File: src/rtl/channel_defines.vh
`ifndef CHANNEL_DEFINES_VH
`define CHANNEL_DEFINES_VH

// ==========================================
// Register byte addresses
`define A_CTRL 8'h00
`define A_TRIG 8'h04
`define A_PERIOD 8'h08
`define A_STATUS 8'h0c
`define A_COUNT 8'h10
`define A_HITS 8'h14

// ==========================================
// Field positions
`define F_THR1 0
`define F_THR2 6
`define F_BASE 12
`define F_T2FALL 18
`define F_CNTEN 19
`define F_DLY 0
`define F_LUT 8
`define F_ST_BUF 0
`define F_ST_PEND 4
`define F_ST_CHAN 12
`define F_ST_CC 16

// ==========================================
// Reset values
`define RST_THR1 6'h08
`define RST_THR2 6'h10
`define RST_BASE 6'h20
`define RST_DLY 4'h2
`define RST_LUT 8'h80
`define RST_PERIOD 24'hffffff

// ==========================================
// Widths and sizes
`define COARSE_W 16
`define CNT_W 24
`define ADC_W 10
`define NBUF 6
`define FINE_LSB_PS 20
`define ADC_RATE_MHZ 40

// ==========================================
// Timing
`define CLK_NS 50
`define REARM_MAX_NS 25
`define REARM_CYC ((`REARM_MAX_NS / `CLK_NS) < 1 ? 1 : (`REARM_MAX_NS / `CLK_NS))
`define IDLE_US 100
`define IDLE_CYC ((`IDLE_US * 1000) / `CLK_NS)
`define RAMP_EDGES 2
`define INTEG_CYC 4
`define ACQ_LIMIT 32

`endif

File: src/rtl/hit_store.v
`timescale 1ns/100ps
module hit_store #(
  parameter W = 48,
  parameter D = 6,
  parameter AW = 3
) (
  // Clock and reset
  input wire clk,
  input wire rst_n,
  // Write port
  input wire we,
  input wire [AW-1:0] waddr,
  input wire [W-1:0] wdata,
  // Read port
  input wire [AW-1:0] raddr,
  output wire [W-1:0] rdata
);

  reg [W-1:0] mem [0:D-1];
  reg [W-1:0] rdata_ff;

  assign rdata = rdata_ff;

  always @(posedge clk) begin
    if (we) begin
      mem[waddr] <= wdata;
    end
  end

  // Registered read follows the address one cycle later
  always @(posedge clk or negedge rst_n) begin
    if (!rst_n) begin
      rdata_ff <= {W{1'b0}};
    end else begin
      rdata_ff <= mem[raddr];
    end
  end

endmodule

File: src/rtl/sipm_channel_digitization_control.v
`timescale 1ns/100ps
`include "channel_defines.vh"
module sipm_channel_digitization_control (
  // Clock and reset
  input wire clk,
  input wire rst_n,
  // APB slave
  input wire psel,
  input wire penable,
  input wire pwrite,
  input wire [7:0] paddr,
  input wire [31:0] pwdata,
  output wire [31:0] prdata,
  output wire pready,
  output wire pslverr,
  // Discriminators, asynchronous
  input wire first_timing_discriminator,
  input wire second_timing_discriminator,
  input wire energy_discriminator,
  // Analog settings and switches
  output wire [5:0] first_timing_threshold,
  output wire [5:0] second_timing_threshold,
  output wire [5:0] baseline_offset,
  output wire time_ramp_switch,
  output wire second_ramp_switch,
  output wire integration_switch,
  output wire [2:0] buffer_set_index,
  // Shared converter
  output wire adc_req,
  output wire [1:0] adc_sel,
  output wire [2:0] adc_buf,
  input wire adc_done,
  input wire [9:0] adc_data,
  // Hit record
  output wire hit_valid,
  output wire [2:0] hit_buf,
  output wire [9:0] hit_t1_fine,
  output wire [9:0] hit_t2_fine,
  output wire [9:0] hit_charge,
  output wire [15:0] hit_t1_coarse,
  output wire [15:0] hit_t2_coarse,
  output wire [15:0] hit_q_coarse,
  // Event counter
  output wire [23:0] evt_count,
  output wire evt_count_valid
);

  // ==========================================
  // Constants
  localparam S_READY = 3'b001;
  localparam S_ACQ = 3'b010;
  localparam S_REARM = 3'b100;
  localparam C_IDLE = 4'b0001;
  localparam C_REQ = 4'b0010;
  localparam C_GAP = 4'b0100;
  localparam C_EMIT = 4'b1000;
  localparam [10:0] IDLE_LAST = `IDLE_CYC - 1;
  localparam [5:0] ACQ_LAST = `ACQ_LIMIT - 1;
  localparam [2:0] BUF_LAST = `NBUF - 1;

  function rise;
    input cur;
    input prev;
    begin
      rise = cur & ~prev;
    end
  endfunction

  function [2:0] next_buf;
    input [2:0] b;
    begin
      next_buf = (b == BUF_LAST) ? 3'h0 : b + 3'h1;
    end
  endfunction

  // ==========================================
  // Configuration and status registers
  reg [5:0] thr1_ff, thr2_ff, base_ff;
  reg t2fall_ff, cnten_ff;
  reg [3:0] dly_cfg_ff;
  reg [7:0] lut_ff;
  reg [23:0] period_ff;
  reg [31:0] prdata_ff;
  reg pready_ff, pslverr_ff;
  reg [15:0] hits_ff;
  reg [15:0] cc_ff;
  reg [2:0] st_ff, buf_ff, cbuf_ff;
  reg [5:0] pend_ff;
  reg [23:0] cnt_res_ff;

  wire acc = psel & penable;
  wire mapped = (paddr == `A_CTRL) | (paddr == `A_TRIG) | (paddr == `A_PERIOD) |
    (paddr == `A_STATUS) | (paddr == `A_COUNT) | (paddr == `A_HITS);
  reg [31:0] rd_mux;

  always @* begin
    rd_mux = 32'h0000_0000;
    case (paddr)
      `A_CTRL: rd_mux = {12'h000, cnten_ff, t2fall_ff, base_ff, thr2_ff, thr1_ff};
      `A_TRIG: rd_mux = {16'h0000, lut_ff, 4'h0, dly_cfg_ff};
      `A_PERIOD: rd_mux = {8'h00, period_ff};
      `A_STATUS: rd_mux = {cc_ff, 1'b0, st_ff, 2'h0, pend_ff, 1'b0, buf_ff};
      `A_COUNT: rd_mux = {8'h00, cnt_res_ff};
      `A_HITS: rd_mux = {16'h0000, hits_ff};
      default: rd_mux = 32'h0000_0000;
    endcase
  end

  // Answer in the second access cycle; writes land on the completing edge
  always @(posedge clk or negedge rst_n) begin
    if (!rst_n) begin
      pready_ff <= 1'b0;
      pslverr_ff <= 1'b0;
      prdata_ff <= 32'h0000_0000;
      thr1_ff <= `RST_THR1;
      thr2_ff <= `RST_THR2;
      base_ff <= `RST_BASE;
      t2fall_ff <= 1'b0;
      cnten_ff <= 1'b0;
      dly_cfg_ff <= `RST_DLY;
      lut_ff <= `RST_LUT;
      period_ff <= `RST_PERIOD;
    end else begin
      pready_ff <= acc & ~pready_ff;
      if (acc & ~pready_ff) begin
        prdata_ff <= pwrite ? 32'h0000_0000 : rd_mux;
        pslverr_ff <= ~mapped;
      end
      if (acc & pready_ff & pwrite) begin
        case (paddr)
          `A_CTRL: begin
            thr1_ff <= pwdata[`F_THR1 +: 6];
            thr2_ff <= pwdata[`F_THR2 +: 6];
            base_ff <= pwdata[`F_BASE +: 6];
            t2fall_ff <= pwdata[`F_T2FALL];
            cnten_ff <= pwdata[`F_CNTEN];
          end
          `A_TRIG: begin
            dly_cfg_ff <= pwdata[`F_DLY +: 4];
            lut_ff <= pwdata[`F_LUT +: 8];
          end
          `A_PERIOD: period_ff <= pwdata[23:0];
          default: ;
        endcase
      end
    end
  end

  // ==========================================
  // Input synchronisers and trigger derivation
  reg [3:0] s1_ff, s2_ff, prev_ff;
  reg [15:0] dly_ff;
  reg trig1_d_ff;
  wire trig1;

  always @(posedge clk or negedge rst_n) begin
    if (!rst_n) begin
      s1_ff <= 4'h0;
      s2_ff <= 4'h0;
      prev_ff <= 4'h0;
      dly_ff <= 16'h0000;
      trig1_d_ff <= 1'b0;
      cc_ff <= 16'h0000;
    end else begin
      s1_ff <= {adc_done, energy_discriminator, second_timing_discriminator, first_timing_discriminator};
      s2_ff <= s1_ff;
      prev_ff <= s2_ff;
      dly_ff <= {dly_ff[14:0], s2_ff[0]};
      trig1_d_ff <= trig1;
      cc_ff <= cc_ff + 16'h0001;
    end
  end

  wire t2_s = s2_ff[1];
  wire e_s = s2_ff[2];
  wire done_s = s2_ff[3];
  assign trig1 = (dly_cfg_ff == 4'h0) ? s2_ff[0] : dly_ff[dly_cfg_ff - 4'h1];
  wire t2_rise = rise(t2_s, prev_ff[1]);
  wire t2_fall = rise(~t2_s, ~prev_ff[1]);

  // ==========================================
  // Ramp and integration sequencers
  wire arm = st_ff[0] | st_ff[1];
  wire acq_end;
  wire [2:0] ph_start, ph_sw, ph_done;
  wire [47:0] ph_coarse;
  wire ph_clr = acq_end | st_ff[2];

  assign ph_start[0] = arm & rise(trig1, trig1_d_ff);
  assign ph_start[1] = arm & (t2fall_ff ? t2_fall : t2_rise);
  assign ph_start[2] = arm & t2_rise;

  genvar g;
  generate
    for (g = 0; g < 3; g = g + 1) begin : ph
      localparam [2:0] LAST = (g == 2) ? `INTEG_CYC - 1 : `RAMP_EDGES - 1;
      reg sw_ff, lat_ff, done_ff;
      reg [2:0] cnt_ff;
      reg [15:0] coarse_ff;
      always @(posedge clk or negedge rst_n) begin
        if (!rst_n) begin
          sw_ff <= 1'b0;
          lat_ff <= 1'b0;
          done_ff <= 1'b0;
          cnt_ff <= 3'h0;
          coarse_ff <= 16'h0000;
        end else if (ph_clr) begin
          sw_ff <= 1'b0;
          lat_ff <= 1'b0;
          done_ff <= 1'b0;
          cnt_ff <= 3'h0;
        end else if (sw_ff) begin
          // Opens on the edge where the count is reached
          if (cnt_ff == LAST) begin
            sw_ff <= 1'b0;
            lat_ff <= 1'b1;
          end else begin
            cnt_ff <= cnt_ff + 3'h1;
          end
        end else if (lat_ff) begin
          coarse_ff <= cc_ff;
          lat_ff <= 1'b0;
          done_ff <= 1'b1;
        end else if (ph_start[g] & ~done_ff) begin
          sw_ff <= 1'b1;
          cnt_ff <= 3'h0;
        end
      end
      assign ph_sw[g] = sw_ff;
      assign ph_done[g] = done_ff;
      assign ph_coarse[g*16 +: 16] = coarse_ff;
    end
  endgenerate

  assign time_ramp_switch = ph_sw[0];
  assign second_ramp_switch = ph_sw[1];
  assign integration_switch = ph_sw[2];

  // ==========================================
  // Channel state machine
  reg seen_t2_ff, seen_e_ff;
  reg [10:0] idle_ff;
  reg [5:0] acq_cnt_ff;

  wire acq_timeout = st_ff[1] & (acq_cnt_ff == ACQ_LAST);
  wire acq_drop = st_ff[1] & ~seen_t2_ff & ~t2_rise & ph_done[0];
  wire acq_full = st_ff[1] & (ph_done == 3'b111);
  assign acq_end = acq_drop | acq_full | acq_timeout;
  wire acq_valid = acq_full & ~acq_drop & (seen_e_ff | e_s);
  wire [2:0] buf_nxt = next_buf(buf_ff);

  always @(posedge clk or negedge rst_n) begin
    if (!rst_n) begin
      st_ff <= S_READY;
      buf_ff <= 3'h0;
      seen_t2_ff <= 1'b0;
      seen_e_ff <= 1'b0;
      idle_ff <= 11'h000;
      acq_cnt_ff <= 6'h00;
    end else begin
      case (st_ff)
        S_READY: begin
          seen_t2_ff <= t2_rise;
          seen_e_ff <= e_s;
          acq_cnt_ff <= 6'h00;
          if (|ph_start) begin
            st_ff <= S_ACQ;
            idle_ff <= 11'h000;
          end else if (idle_ff == IDLE_LAST) begin
            st_ff <= S_REARM;
            idle_ff <= 11'h000;
          end else begin
            idle_ff <= idle_ff + 11'h001;
          end
        end
        S_ACQ: begin
          seen_t2_ff <= seen_t2_ff | t2_rise;
          seen_e_ff <= seen_e_ff | e_s;
          acq_cnt_ff <= acq_cnt_ff + 6'h01;
          if (acq_drop) begin
            st_ff <= S_READY;
          end else if (acq_end) begin
            st_ff <= S_REARM;
          end
        end
        S_REARM: begin
          // Waits only while the next set still awaits conversion
          if (~pend_ff[buf_nxt]) begin
            buf_ff <= buf_nxt;
            st_ff <= S_READY;
          end
        end
        default: st_ff <= S_READY;
      endcase
    end
  end

  assign buffer_set_index = buf_ff;

  // ==========================================
  // Stored coarse values per buffer set
  wire [47:0] rd_coarse;

  hit_store #(
    .W(48),
    .D(`NBUF),
    .AW(3)
  ) u_store (
    .clk(clk),
    .rst_n(rst_n),
    .we(acq_valid),
    .waddr(buf_ff),
    .wdata(ph_coarse),
    .raddr(cbuf_ff),
    .rdata(rd_coarse)
  );

  // ==========================================
  // Conversion sequencer for the shared converter
  reg [3:0] cst_ff;
  reg [1:0] sel_ff;
  reg req_ff;
  reg [29:0] res_ff;
  reg hv_ff;
  reg [2:0] hbuf_ff;
  reg [29:0] hfine_ff;
  reg [47:0] hcoarse_ff;
  wire [5:0] pend_set = acq_valid ? (6'h01 << buf_ff) : 6'h00;
  wire [5:0] pend_clr = cst_ff[3] ? (6'h01 << cbuf_ff) : 6'h00;

  generate
    for (g = 0; g < `NBUF; g = g + 1) begin : pend
      always @(posedge clk or negedge rst_n) begin
        if (!rst_n) begin
          pend_ff[g] <= 1'b0;
        end else begin
          pend_ff[g] <= pend_set[g] | (pend_ff[g] & ~pend_clr[g]);
        end
      end
    end
  endgenerate

  always @(posedge clk or negedge rst_n) begin
    if (!rst_n) begin
      cst_ff <= C_IDLE;
      cbuf_ff <= 3'h0;
      sel_ff <= 2'h0;
      req_ff <= 1'b0;
      res_ff <= 30'h0000_0000;
      hv_ff <= 1'b0;
      hbuf_ff <= 3'h0;
      hfine_ff <= 30'h0000_0000;
      hcoarse_ff <= 48'h0000_0000_0000;
      hits_ff <= 16'h0000;
    end else begin
      hv_ff <= 1'b0;
      case (cst_ff)
        C_IDLE: begin
          if (pend_ff[cbuf_ff]) begin
            sel_ff <= 2'h0;
            req_ff <= 1'b1;
            cst_ff <= C_REQ;
          end else if (|pend_ff) begin
            cbuf_ff <= next_buf(cbuf_ff);
          end
        end
        C_REQ: begin
          // Converter holds its code while done stays high
          if (done_s) begin
            case (sel_ff)
              2'h0: res_ff[9:0] <= adc_data;
              2'h1: res_ff[19:10] <= adc_data;
              default: res_ff[29:20] <= adc_data;
            endcase
            req_ff <= 1'b0;
            cst_ff <= C_GAP;
          end
        end
        C_GAP: begin
          if (~done_s) begin
            if (sel_ff == 2'h2) begin
              cst_ff <= C_EMIT;
            end else begin
              sel_ff <= sel_ff + 2'h1;
              req_ff <= 1'b1;
              cst_ff <= C_REQ;
            end
          end
        end
        C_EMIT: begin
          hv_ff <= 1'b1;
          hbuf_ff <= cbuf_ff;
          hfine_ff <= res_ff;
          hcoarse_ff <= rd_coarse;
          hits_ff <= hits_ff + 16'h0001;
          cbuf_ff <= next_buf(cbuf_ff);
          cst_ff <= C_IDLE;
        end
        default: cst_ff <= C_IDLE;
      endcase
    end
  end

  // ==========================================
  // Event counter
  reg comb_d_ff;
  reg [23:0] per_ff, evc_ff;
  reg evv_ff;
  wire comb = lut_ff[s2_ff[2:0]];
  wire comb_rise = rise(comb, comb_d_ff);

  // Period field holds length minus one, so 2^24 cycles fits in 24 bits
  always @(posedge clk or negedge rst_n) begin
    if (!rst_n) begin
      comb_d_ff <= 1'b0;
      per_ff <= 24'h000000;
      evc_ff <= 24'h000000;
      cnt_res_ff <= 24'h000000;
      evv_ff <= 1'b0;
    end else begin
      comb_d_ff <= comb;
      evv_ff <= 1'b0;
      if (~cnten_ff) begin
        per_ff <= 24'h000000;
        evc_ff <= 24'h000000;
      end else if (per_ff == period_ff) begin
        cnt_res_ff <= evc_ff + {23'h000000, comb_rise};
        evv_ff <= 1'b1;
        per_ff <= 24'h000000;
        evc_ff <= 24'h000000;
      end else begin
        per_ff <= per_ff + 24'h000001;
        evc_ff <= evc_ff + {23'h000000, comb_rise};
      end
    end
  end

  // ==========================================
  // Output wiring
  assign prdata = prdata_ff;
  assign pready = pready_ff;
  assign pslverr = pslverr_ff;
  assign first_timing_threshold = thr1_ff;
  assign second_timing_threshold = thr2_ff;
  assign baseline_offset = base_ff;
  assign adc_req = req_ff;
  assign adc_sel = sel_ff;
  assign adc_buf = cbuf_ff;
  assign hit_valid = hv_ff;
  assign hit_buf = hbuf_ff;
  assign hit_t1_fine = hfine_ff[9:0];
  assign hit_t2_fine = hfine_ff[19:10];
  assign hit_charge = hfine_ff[29:20];
  assign hit_t1_coarse = hcoarse_ff[15:0];
  assign hit_t2_coarse = hcoarse_ff[31:16];
  assign hit_q_coarse = hcoarse_ff[47:32];
  assign evt_count = cnt_res_ff;
  assign evt_count_valid = evv_ff;

endmodule

File: config.mk
export PLATFORM = sky130hd
export DESIGN_NAME = sipm_channel_digitization_control
export DESIGN_NICKNAME = d
export VERILOG_FILES = /design/src/rtl/hit_store.v /design/src/rtl/sipm_channel_digitization_control.v
export VERILOG_INCLUDE_DIRS = /design/src /design/src/rtl
export SDC_FILE = /design/constraint.sdc
export NUM_CORES = 1
export LEC_CHECK = 0
export BUFFER_PORTS_ARGS = -buffer_cell sky130_fd_sc_hd__buf_2
export CAP_MARGIN = 20
export CORE_MARGIN = 2
export CORE_UTILIZATION = 65
export CTS_CLUSTER_SIZE = 14
export DETAILED_ROUTE_END_ITERATION = 10
export GPL_ROUTABILITY_DRIVEN = 0
export HOLD_SLACK_MARGIN = 0.03
export PLACE_DENSITY_LB_ADDON = 0.25
export SLEW_MARGIN = 25
export SYNTH_ARGS = -nofsm -noshare
export SYNTH_HDL_FRONTEND = slang
export SYNTH_SLANG_ARGS = --single-unit
File: constraint.sdc
create_clock -name clk -period 8.7 [get_ports clk]
set_input_delay 1.74 -clock clk [delete_from_list [all_inputs] [get_ports clk]]
set_output_delay 1.74 -clock clk [all_outputs]
set_load 0.01 [all_outputs]
Yosys cells after proc, flatten, opt, wreduce, memory -nomap -nowiden:

Memories as Yosys holds them, arrays and structs flattened. A register that Yosys moved wholly into a read port is not among the register bits.
Index checks and enable logic that the tools add are counted.

* $add $sub $neg: 13
* $lt $le $gt $ge: 4
* eq/ne operators: 44
* shift-type cells: 2
* multiplexer cells: 101
* bitwise logic cells: 68
* reduce and logical (&&, ||, !) cells: 39

Operators with widths (count)
* $pmux W32 S6: 1
* $mux W24: 4
* $mux W3: 24
* $mux W1: 48
* $reduce_and A3 Y1: 12
* $add A16 B1 Y16 const B: 2
* $mux W32: 1
* $and A1 B1 Y1: 27
* $add A24 B1 Y24: 1
* $add A24 B1 Y24 const B: 1
* $eq A24 B24 Y1: 1
* $ne A3 B3 Y1 const B: 8
* $not A1 Y1: 24
* $mux W11: 2
* $ne A2 B2 Y1 const B: 10
* $or A1 B1 Y1: 17
* $eq A8 B4 Y1 const B: 2
* $eq A8 B5 Y1 const B: 2
* $mux W4: 4
* $reduce_and A2 Y1: 8
* $add A3 B1 Y3 const B: 5
* $eq A3 B3 Y1 const B: 4
* $lt A3 B4 Y1 const B: 3
* $mux W6: 2
* other kinds (39): 58

* register bits after elaboration: 442
* RAM bits: 288
* logic and storage cells: 333
* memories kept: 1

Memories
* u_store.mem: words 6, width 48, rd ports 1, clocked after memory_dff 1, write ports 1, RTL line hit_store.v:19 `reg [W-1:0] mem [0:D-1];`

Longest topological paths before layout:

Gate-level depths: netlist (run 1).

* depth after elaboration: 11
* mapped depth: 11
* mapped depth without buffers: 11

By module:

Synthesis (run 1) repeated with hierarchy kept, for this count alone.

* cell total of the unflattened synthesis: 2142
* area total of the unflattened synthesis: 31427.6 um2

By module, submodules not included
* sipm_channel_digitization_control: instances 1, cells each 1524, area an instance 19100.8 um2, sequential area each 11074.4 um2
* hit_store: instances 1, cells each 618, area an instance 12326.8 um2, sequential area each 9849.4 um2

Least setup slack after synthesis (run 1):

OpenSTA, ideal clock, no wires.

* kind: register -> register
* from: register prev_ff[1]
* to: memory u_store.mem[4][0], enable pin
* arrival time: 4380 ps
* required time: 8186 ps
* path slack: 3806 ps
* cell stages (with the launch flop): 6
* path buffers: 0
* period minus slack after synthesis: 4894 ps
* cells stage by stage: dfrtp_1 -> nand2b_1 -> and4b_1 -> nor2_1 -> nand2_1 -> nor3_1

* word-level cells in the longest chain between the ends: 10

RTL lines
* start, declared: RTL line sipm_channel_digitization_control.v:151 `reg [3:0] s1_ff, s2_ff, prev_ff;`
* start signal, assigned: RTL line sipm_channel_digitization_control.v:160 `prev_ff <= 4'h0;`
* start signal, assigned: RTL line sipm_channel_digitization_control.v:167 `prev_ff <= s2_ff;`
* $not A1 Y1
* $and A1 B1 Y1: RTL line sipm_channel_digitization_control.v:65 `rise = cur & ~prev;`
* $not A1 Y1: RTL line sipm_channel_digitization_control.v:246 `wire acq_drop = st_ff[1] & ~seen_t2_ff & ~t2_rise & ph_done[0];`
* $and A1 B1 Y1 (2 in series): RTL line sipm_channel_digitization_control.v:246
* $not A1 Y1: RTL line sipm_channel_digitization_control.v:249 `wire acq_valid = acq_full & ~acq_drop & (seen_e_ff | e_s);`
* $and A1 B1 Y1 (2 in series): RTL line sipm_channel_digitization_control.v:249
* $mux W1: RTL line hit_store.v:25 `if (we) begin`
* $mux W1 (not written as such): RTL line hit_store.v:26 `mem[waddr] <= wdata;`
* end, declared: RTL line hit_store.v:19

Every way passes these cells.

Worst setup path after layout (run 1):

* from: input port paddr[1]
* to: register period_ff[18]

* word-level cells in the longest chain between the ends: 2

RTL lines
* start, declared: RTL line sipm_channel_digitization_control.v:11 `input wire [7:0] paddr,`
* $eq A8 B4 Y1: RTL line sipm_channel_digitization_control.v:130 `case (paddr)`
* $reduce_and A2 Y1 (no source line)
* end signal, assigned: RTL line sipm_channel_digitization_control.v:122 `` period_ff <= `RST_PERIOD; ``
* end signal, assigned: RTL line sipm_channel_digitization_control.v:142 `` `A_PERIOD: period_ff <= pwdata[23:0]; ``
* end, declared: RTL line sipm_channel_digitization_control.v:82 `reg [23:0] period_ff;`

Every way passes these cells.
A chain may end at the register's enable or synchronous reset.

==> results of run 1 <==
==> metrics by stage <==
stage / power (uW) / cells / worst slack [ns] / hold WS, ns / util [%]
after floorplan: 5079 / 2053 / 3.806 / 0.3312 / -
after global placement: 5364 / 2821 / 3.962 / 0.3349 / 69.41
after detailed placement: 5425 / 2821 / 3.868 / 0.3396 / 69.41
after CTS: 8680 / 2965 / 4.460 / 0.3531 / 74.68
after global routing: 8951 / 2969 / 4.303 / 0.3613 / 74.78
final: 8631 / 2970 / 4.394 / 0.3541 / 74.79
==> state kept, by name (all words and copies together), names as in the netlist, 24 cells and up <==
name	flops
u_store.mem	288
hcoarse_ff	48
ph.coarse_ff	48
u_store.rdata	48
prdata	32
hfine_ff	30
res_ff	30
evc_ff	24
evt_count	24
per_ff	24
period_ff	24
==> logic make-up after synthesis <==
kind of cell | after synthesis
flops | 777
mux | 433
xor+xnor | 106
simple gates | 395
compound gates | 176
fa+ha+maj | 20
buf+inv | 146
==> final cells by class <==
cell class,count,area (um^2)
Inverter,57,214.0
Multi-Input combinational cell,1130,9926
Sequential cell,777,20930
Timing Repair Buffer,244,1341
Fill cell,2846,12040
Clock buffer,117,2293
Tap cell,615,769.5
Clock inverter,27,224.0
Antenna cell,3,7.507
==> cells in the mapped netlist, types with 5 or more instances <==
cell type and instances:
dfrtp_1 458, edfxtp_1 288, mux2_2 217, nor2_1 120, nand2_1 98, mux2_1 96
clkbuf_1 58, mux4_2 58, inv_1 56, xor2_1 53, mux2i_1 52, xnor2_1 52
nand3_1 38, a21oi_1 37, dfstp_2 31, o21ai_1 28, and3_1 21, o21ai_0 21
ha_1 20, nand4_1 20, nor3_1 19, a21o_1 14, a22o_1 13, buf_1 12
buf_2 11, nand2b_1 11, nor4_1 11, mux2_4 10, a221oi_1 8, nor2b_1 8
o2bb2ai_1 8, and2_1 7, a22oi_1 6, buf_6 6, o211ai_1 6, or3_1 6
nand3b_1 5
==> critical path, stage by stage <==
cell	delay, ns
buf_2	0.10
or4_4	0.56
nor3_4	0.30
and2_1	0.73
nor2b_2	0.66
buf_4	0.37
mux2_1	0.36
==> layout by cell type (no fill, tap or decap), types with 11 or more instances in the layout <==
cell type	netlist	final
nor2_1	120	118
ha_1	20	20
dfstp_2	31	31
edfxtp_1	288	288
a22o_1	13	13
xor2_1	53	53
xnor2_1	52	52
a21oi_1	37	37
clkbuf_1	58	24
mux4_2	58	58
and3_1	21	19
o21ai_1	28	28
buf_2	11	220
clkinv_2	0	11
nor3_1	19	17
nand3_1	38	38
clkbuf_8	0	11
dfrtp_1	458	456
buf_4	2	19
mux2_2	217	217
mux2_1	96	96
inv_1	56	56
o21ai_0	21	21
a21o_1	14	14
nand4_1	20	20
clkbuf_16	0	82
nand2_1	98	98
mux2i_1	52	52
nand2b_1	11	11
==> path summary, 6_finish.rpt <==
kind	from	endpoint	slack [ns]	cells after the start
max	paddr[1]	period_ff[18]	4.39	7
max in group asynchronous	rst_n	lut_ff[6]	6.04	3
min in group asynchronous	rst_n	hcoarse_ff[26]	1.20	1
min	s1_ff[2]	s2_ff[2]	0.35	0
min reg2reg	s1_ff[2]	s2_ff[2]	0.35	0
max reg2reg	s2_ff[0]	evt_count[22]	5.46	11
==> power by group <==
| group | internal (uW) | switching, uW | total (uW) |
|---|---|---|---|
| clock | 1910 | 1350 | 3270 |
| combinational | 471 | 535 | 1010 |
| sequential | 4070 | 289 | 4360 |
| total | 6460 | 2180 | 8630 |
==> per-layer routing <==
| metal | vias up | wire length, um | global-route usage [%] |
|---|---|---|---|
| met2 | 632 | 34290 | 46.83 |
| met4 | 0 | 1926 | 9.699 |
| met3 | 115 | 4077 | 4.656 |
| li1 | 7964 | - | - |
| met5 | - | 0 | 0 |
| met1 | 9332 | 28040 | 37.77 |
==> impl_metrics.tcl, run 1 <==
set metrics [dict create \
    design_area_mm2 0.03571 \
    synthAdderAreaFrac_pct 0.7967 \
    drive_gt1_share_pct 29.76 \
    wl_per_cell_um 23.01 \
    synthSimpleGateAreaFrac_pct 6.353 \
    drtIter0Drc 1718 \
    hold_viol 0 \
    ys.flop_type "dfrtp_1" \
    cts.clk_slew.worst_paths_ns 0.06 \
    die_h_um 223.8 \
    ys_seq_area_share_pct 66.61 \
    peakVddDrop_mv 0.1518 \
    syn2layout_area_growth_pct 13.67 \
    die-area_mm2 0.05010 \
    cts_resized 0 \
    fin_nets 2366 \
    syn_area_mm2 0.03141 \
    setup_viol 0 \
    cp.arrival_ns 4.83 \
    grt.total_usage_pct 27.96 \
    cts_tree "done" \
    worstMarginPinSlew_ns 0.9059 \
    clk_root_buffer_cell "clkbuf_16" \
    grt_setup_unrepaired "no" \
    rows 80 \
    ant_nets 0 \
    synthXorXnorAreaFrac_pct 2.979 \
    finalCritPeriodShare_pct 49.49 \
    period_needed_ns 4.306 \
    synth_area_leaders "dfrtp_1 36%, edfxtp_1 28%, mux2_2 7.8%" \
    ys_ff_latch 777 \
    io_buffers 221 \
    placed_cell_area_mm2 0.03314 \
    grt_pass1_vias 18740 \
    relSlewSlack_pct 39.60 \
    drc 0 \
    chipWidth_um 223.8 \
    synth_top_family_by_area "multiplexers" \
    routed-via-count 18040 \
    path_max_fanout 18 \
    antenna_found_initial 4 \
    drv_cap 0 \
    grt_first_pass_wirelength_um 107000 \
    cts_buffer_depth 3 \
    synth-edff-count 288 \
    synth.area.mux_share_pct 17.51 \
    hpwlAfterDp_um 42270 \
    routed_wl_um 68330 \
    yosysUniqueCellTypes 77 \
    viasPerCell 6.075 \
    critical_path_required_ns 9.23 \
    crit_path_end_kind "flip-flop" \
    post-cts-setup-buffer-count 0 \
    drt-pass1-iter-count 6 \
    ios 230 \
    hp-class "reg -> reg" \
    start_util_pct 65.79 \
    synth_warnings 0 \
    fin_skew_ns 0.01480 \
    synth-compound-area-share_pct 3.788 \
    synth_area_leader_cell "dfrtp_1" \
    h-tree-depth 3 \
    postCtsHoldBufs 0 \
    drv_slew 0 \
    leakagePower_uw 0.01603 \
    grt.overflow.total 0 \
    core_area_mm2 0.04775 \
    power_density_mw_per_mm2 241.7 \
    numClockSinks 777 \
    synth_top_area_share_pct 36.49 \
    async_flop_share_pct 62.93 \
    startpoint_type "primary input" \
    cts-buffers-inserted 77 \
    syn_area_per_cell_um2 15.30 \
    tns_ns 0 \
    grt_max_degree 177 \
    syn_inst 2053 \
    fmax_mhz 232.3 \
    status "finished, final reports clean" \
    crit_type "in -> reg" \
    insertion_delay_ns 0.61 \
    synth_nets 2132 \
]
(Power assumes the default switching activity.)
==> inputs of run 2 (changes only) <==
--- a/config.mk
+++ b/config.mk
@@ -6,10 +6,11 @@
 export SDC_FILE = /design/constraint.sdc
 export NUM_CORES = 1
 export LEC_CHECK = 0
+export ABC_AREA = 1
 export BUFFER_PORTS_ARGS = -buffer_cell sky130_fd_sc_hd__buf_2
 export CAP_MARGIN = 20
 export CORE_MARGIN = 2
-export CORE_UTILIZATION = 65
+export CORE_UTILIZATION = 60
 export CTS_CLUSTER_SIZE = 14
 export DETAILED_ROUTE_END_ITERATION = 10
 export GPL_ROUTABILITY_DRIVEN = 0
==> constraint.sdc (replaced) <==
create_clock -name clk -period 4.15 [get_ports clk]
set_input_delay 0.83 -clock clk [delete_from_list [all_inputs] [get_ports clk]]
set_output_delay 0.83 -clock clk [all_outputs]
set_load 0.01 [all_outputs]
==> run 2 against run 1 <==
Effect of this change: clock power is 120% higher; critical path depth is 9 higher; cell count is 32% higher; die area is 7.3% higher; clock skew is 0.013 ns higher; via count is 25% higher; total power is 110% higher; first-iteration DRC count is 28% higher; design area is 0.21% higher; flip-flop and latch count stayed put; sequential power is 100% higher; register-to-register slack worse by 4.4 ns; critical path type is now reg -> reg; critical endpoint is now evt_count[16].
==> impl_metrics.tcl, run 2 <==
set metrics [dict create \
    power_frac_comb_pct 12.3 \
    tns_ns 0 \
    grt.total_usage_pct 29.88 \
    drive_gt1_share_pct 14.92 \
    fin_skew_ns 0.02732 \
    hpwlAfterDp_um 49620 \
    dr_wl_met3_um 5764 \
    rrSetupSlack_ns 1.07 \
    postCtsHoldBufs 0 \
    drc 0 \
    clock_power_share_pct 39.6 \
    numClockSinks 777 \
    post-route-util_pct 69.75 \
    leakagePower_uw 0.01604 \
    h-tree-depth 3 \
    crit_type "reg -> reg" \
    crit_path_end_kind "flip-flop" \
    chipWidth_um 231.9 \
    path_max_fanout 4 \
    grt_pass1_vias 22580 \
    grt_first_pass_wirelength_um 123700 \
    wl_per_cell_um 20.08 \
    r2r-end "evt_count[16]" \
    synth-edff-count 288 \
    worstMarginPinSlew_ns 0.9331 \
    layout_commonest_cell "nand2_1" \
    synthXorXnorAreaFrac_pct 2.501 \
    largest_register_ff_count 288 \
    cts.clk_slew.worst_paths_ns 0.06 \
    r2r_start "s2_ff[1]" \
    wl_met2_um 38020 \
    drv_slew 0 \
    grt_max_degree 101 \
    placed_cell_area_mm2 0.03310 \
    hp-class "in -> async" \
    rr_worst_depth 16 \
    top_layer_used "met4" \
    final_cell_mix "908 x nand2_1, 458 x dfrtp_1, 288 x edfxtp_1" \
    ios 230 \
    cp.arrival_ns 3.57 \
    syn_area_per_cell_um2 10.56 \
    p_sw_share_pct 26.99 \
    synth-compound-area-share_pct 7.547 \
    drtIter0Drc 2197 \
    routed-via-count 22590 \
    setup_viol 0 \
    status "finished, final reports clean" \
    drt-pass1-iter-count 6 \
    async_flop_share_pct 62.93 \
    ys.flop_type "dfrtp_1" \
    fin_nets 3257 \
    ant_nets 0 \
    die-area_mm2 0.05378 \
    design_area_mm2 0.03578 \
    core_area_mm2 0.05130 \
    ys_seq_area_share_pct 67.14 \
    post-cts-setup-buffer-count 0 \
    grt_setup_unrepaired "no" \
    antenna_cells 0 \
    insertion_delay_ns 0.63 \
    finalCritPeriodShare_pct 74.25 \
    synth_area_leader_cell "dfrtp_1" \
    grt.overflow.total 0 \
    syn_area_mm2 0.03117 \
    cts-buffers-inserted 79 \
    cts_buffer_depth 3 \
    synth_area_leaders "dfrtp_1 37%, edfxtp_1 28%, nand2_1 11%" \
    rows 83 \
    max_flop_register "u_store.mem" \
    synthTopCellsByCount "909 x nand2_1, 458 x dfrtp_1, 288 x edfxtp_1" \
    drv_cap 0 \
    die_h_um 231.9 \
    synth_warnings 0 \
    wl_met1_um 31500 \
    synthAdderAreaFrac_pct 0.8029 \
    yosysUniqueCellTypes 59 \
    hold_viol 0 \
    routed_wl_um 78810 \
    synth_top_area_share_pct 36.77 \
    period_needed_ns 3.081 \
    synth.area.mux_share_pct 0.07226 \
    synth_top_family_by_area "simple AND/OR/NAND/NOR gates" \
    viasPerCell 5.756 \
    start_util_pct 60.75 \
    startpoint_type "flip-flop" \
    internal_power_uw 13410 \
    syn2layout_area_growth_pct 14.81 \
    ys_ff_latch 777 \
    crit_end "evt_count[16]" \
    cts_tree "done" \
    power_density_mw_per_mm2 513.2 \
    relSlewSlack_pct 37.57 \
    synthSimpleGateAreaFrac_pct 18.03 \
    critical_path_required_ns 4.64 \
    yosysMostFrequentCell "nand2_1" \
    fmax_mhz 324.5 \
    syn_inst 2952 \
    p_switching_uw 4956 \
    io_buffers 221 \
    antenna_found_initial 0 \
    peakVddDrop_mv 0.3405 \
    cts_resized 0 \
    synth_nets 3031 \
    setup.worst_path.start "s2_ff[1]" \
    seqPwrFrac_pct 48.1 \
    clk_root_buffer_cell "clkbuf_16" \
]
run 2: cell types whose count changed after synthesis, sizes merged, moves of 58 or more:
cell   delta
nor2     +74
mux4     -58
mux2    -321
o21ai   +294
nand2   +815
inv     +140
run 2: through the flow:
stage	std cells	setup WS (ns)	total power [uW]	hold WS, ns
after floorplan	2952	0.5944	10290	0.3312
after global routing	3925	0.8804	19080	0.2923
final	3925	1.069	18360	0.2693
after detailed placement	3777	0.8659	11200	0.3347
after CTS	3925	1.152	18420	0.2902
after global placement	3777	1.042	11070	0.3378
run 2: final cells by class:
class / instances / area (um^2)
sequential: 777 / 20920
inverter: 197 / 742.0
clock inverter: 43 / 524.3
multi-input combinational: 1867 / 9094
clock buffer: 105 / 2156
fill: 3671 / 15520
tap: 680 / 850.8
timing repair buffer: 256 / 1491
run 2: cells by family (layout without fill, tap and decap cells):
family                     count (synthesis)  after routing
and+or+nand+nor                         1329           1329
adders and majority gates                 20             20
DFF                                      777            777
muxes                                      2              2
xor gates and xnor gates                  89             89
AOI/OAI and AO/OA                        427            427
buffers and inverters                    308            601
run 2: per-layer routing:
metal / global-route usage, % / up-vias
met4: 12.86 / 0
met2: 48.82 / 995
met5: 0 / -
li1: - / 10290
met1: 39.87 / 11080
met3: 5.096 / 230
run 2: worst min path at each step:
stage | from | endpoint | slack, ns | cells past startpoint
global placement | s1_ff[3] | s2_ff[3] | 0.34 | 0
detailed placement | s1_ff[2] | s2_ff[2] | 0.33 | 0
finish | rst_n | hfine_ff[23] | 0.27 | 1
CTS | first_timing_discriminator | s1_ff[0] | 0.29 | 1
floorplan | s1_ff[0] | s2_ff[0] | 0.33 | 0
global route | first_timing_discriminator | s1_ff[0] | 0.29 | 1
run 2: power by group through the flow:
stage                     Combinational [uW]  Clock, uW  Sequential [uW]
after floorplan                         1420          0             8870
after global placement                  2130          0             8940
after detailed placement                2230          0             8970
after CTS                               2260       7330             8830
after global routing                    2540       7660             8880
final                                   2260       7270             8840
run 2: worst max-delay path: stages (launching register included):
cell and delay (ns):
dfrtp_1 0.45, inv_2 0.15, o21ai_0 0.10, o22ai_1 0.31, nand2_1 0.14, a21oi_1 0.17, ha_1 0.20, ha_1 0.23
nand2_1 0.09, nor2_1 0.19, nand2_1 0.10, nor2_1 0.10, inv_1 0.07, nor2_1 0.19, nand3_1 0.13, xor2_1 0.20
o21ai_0 0.12
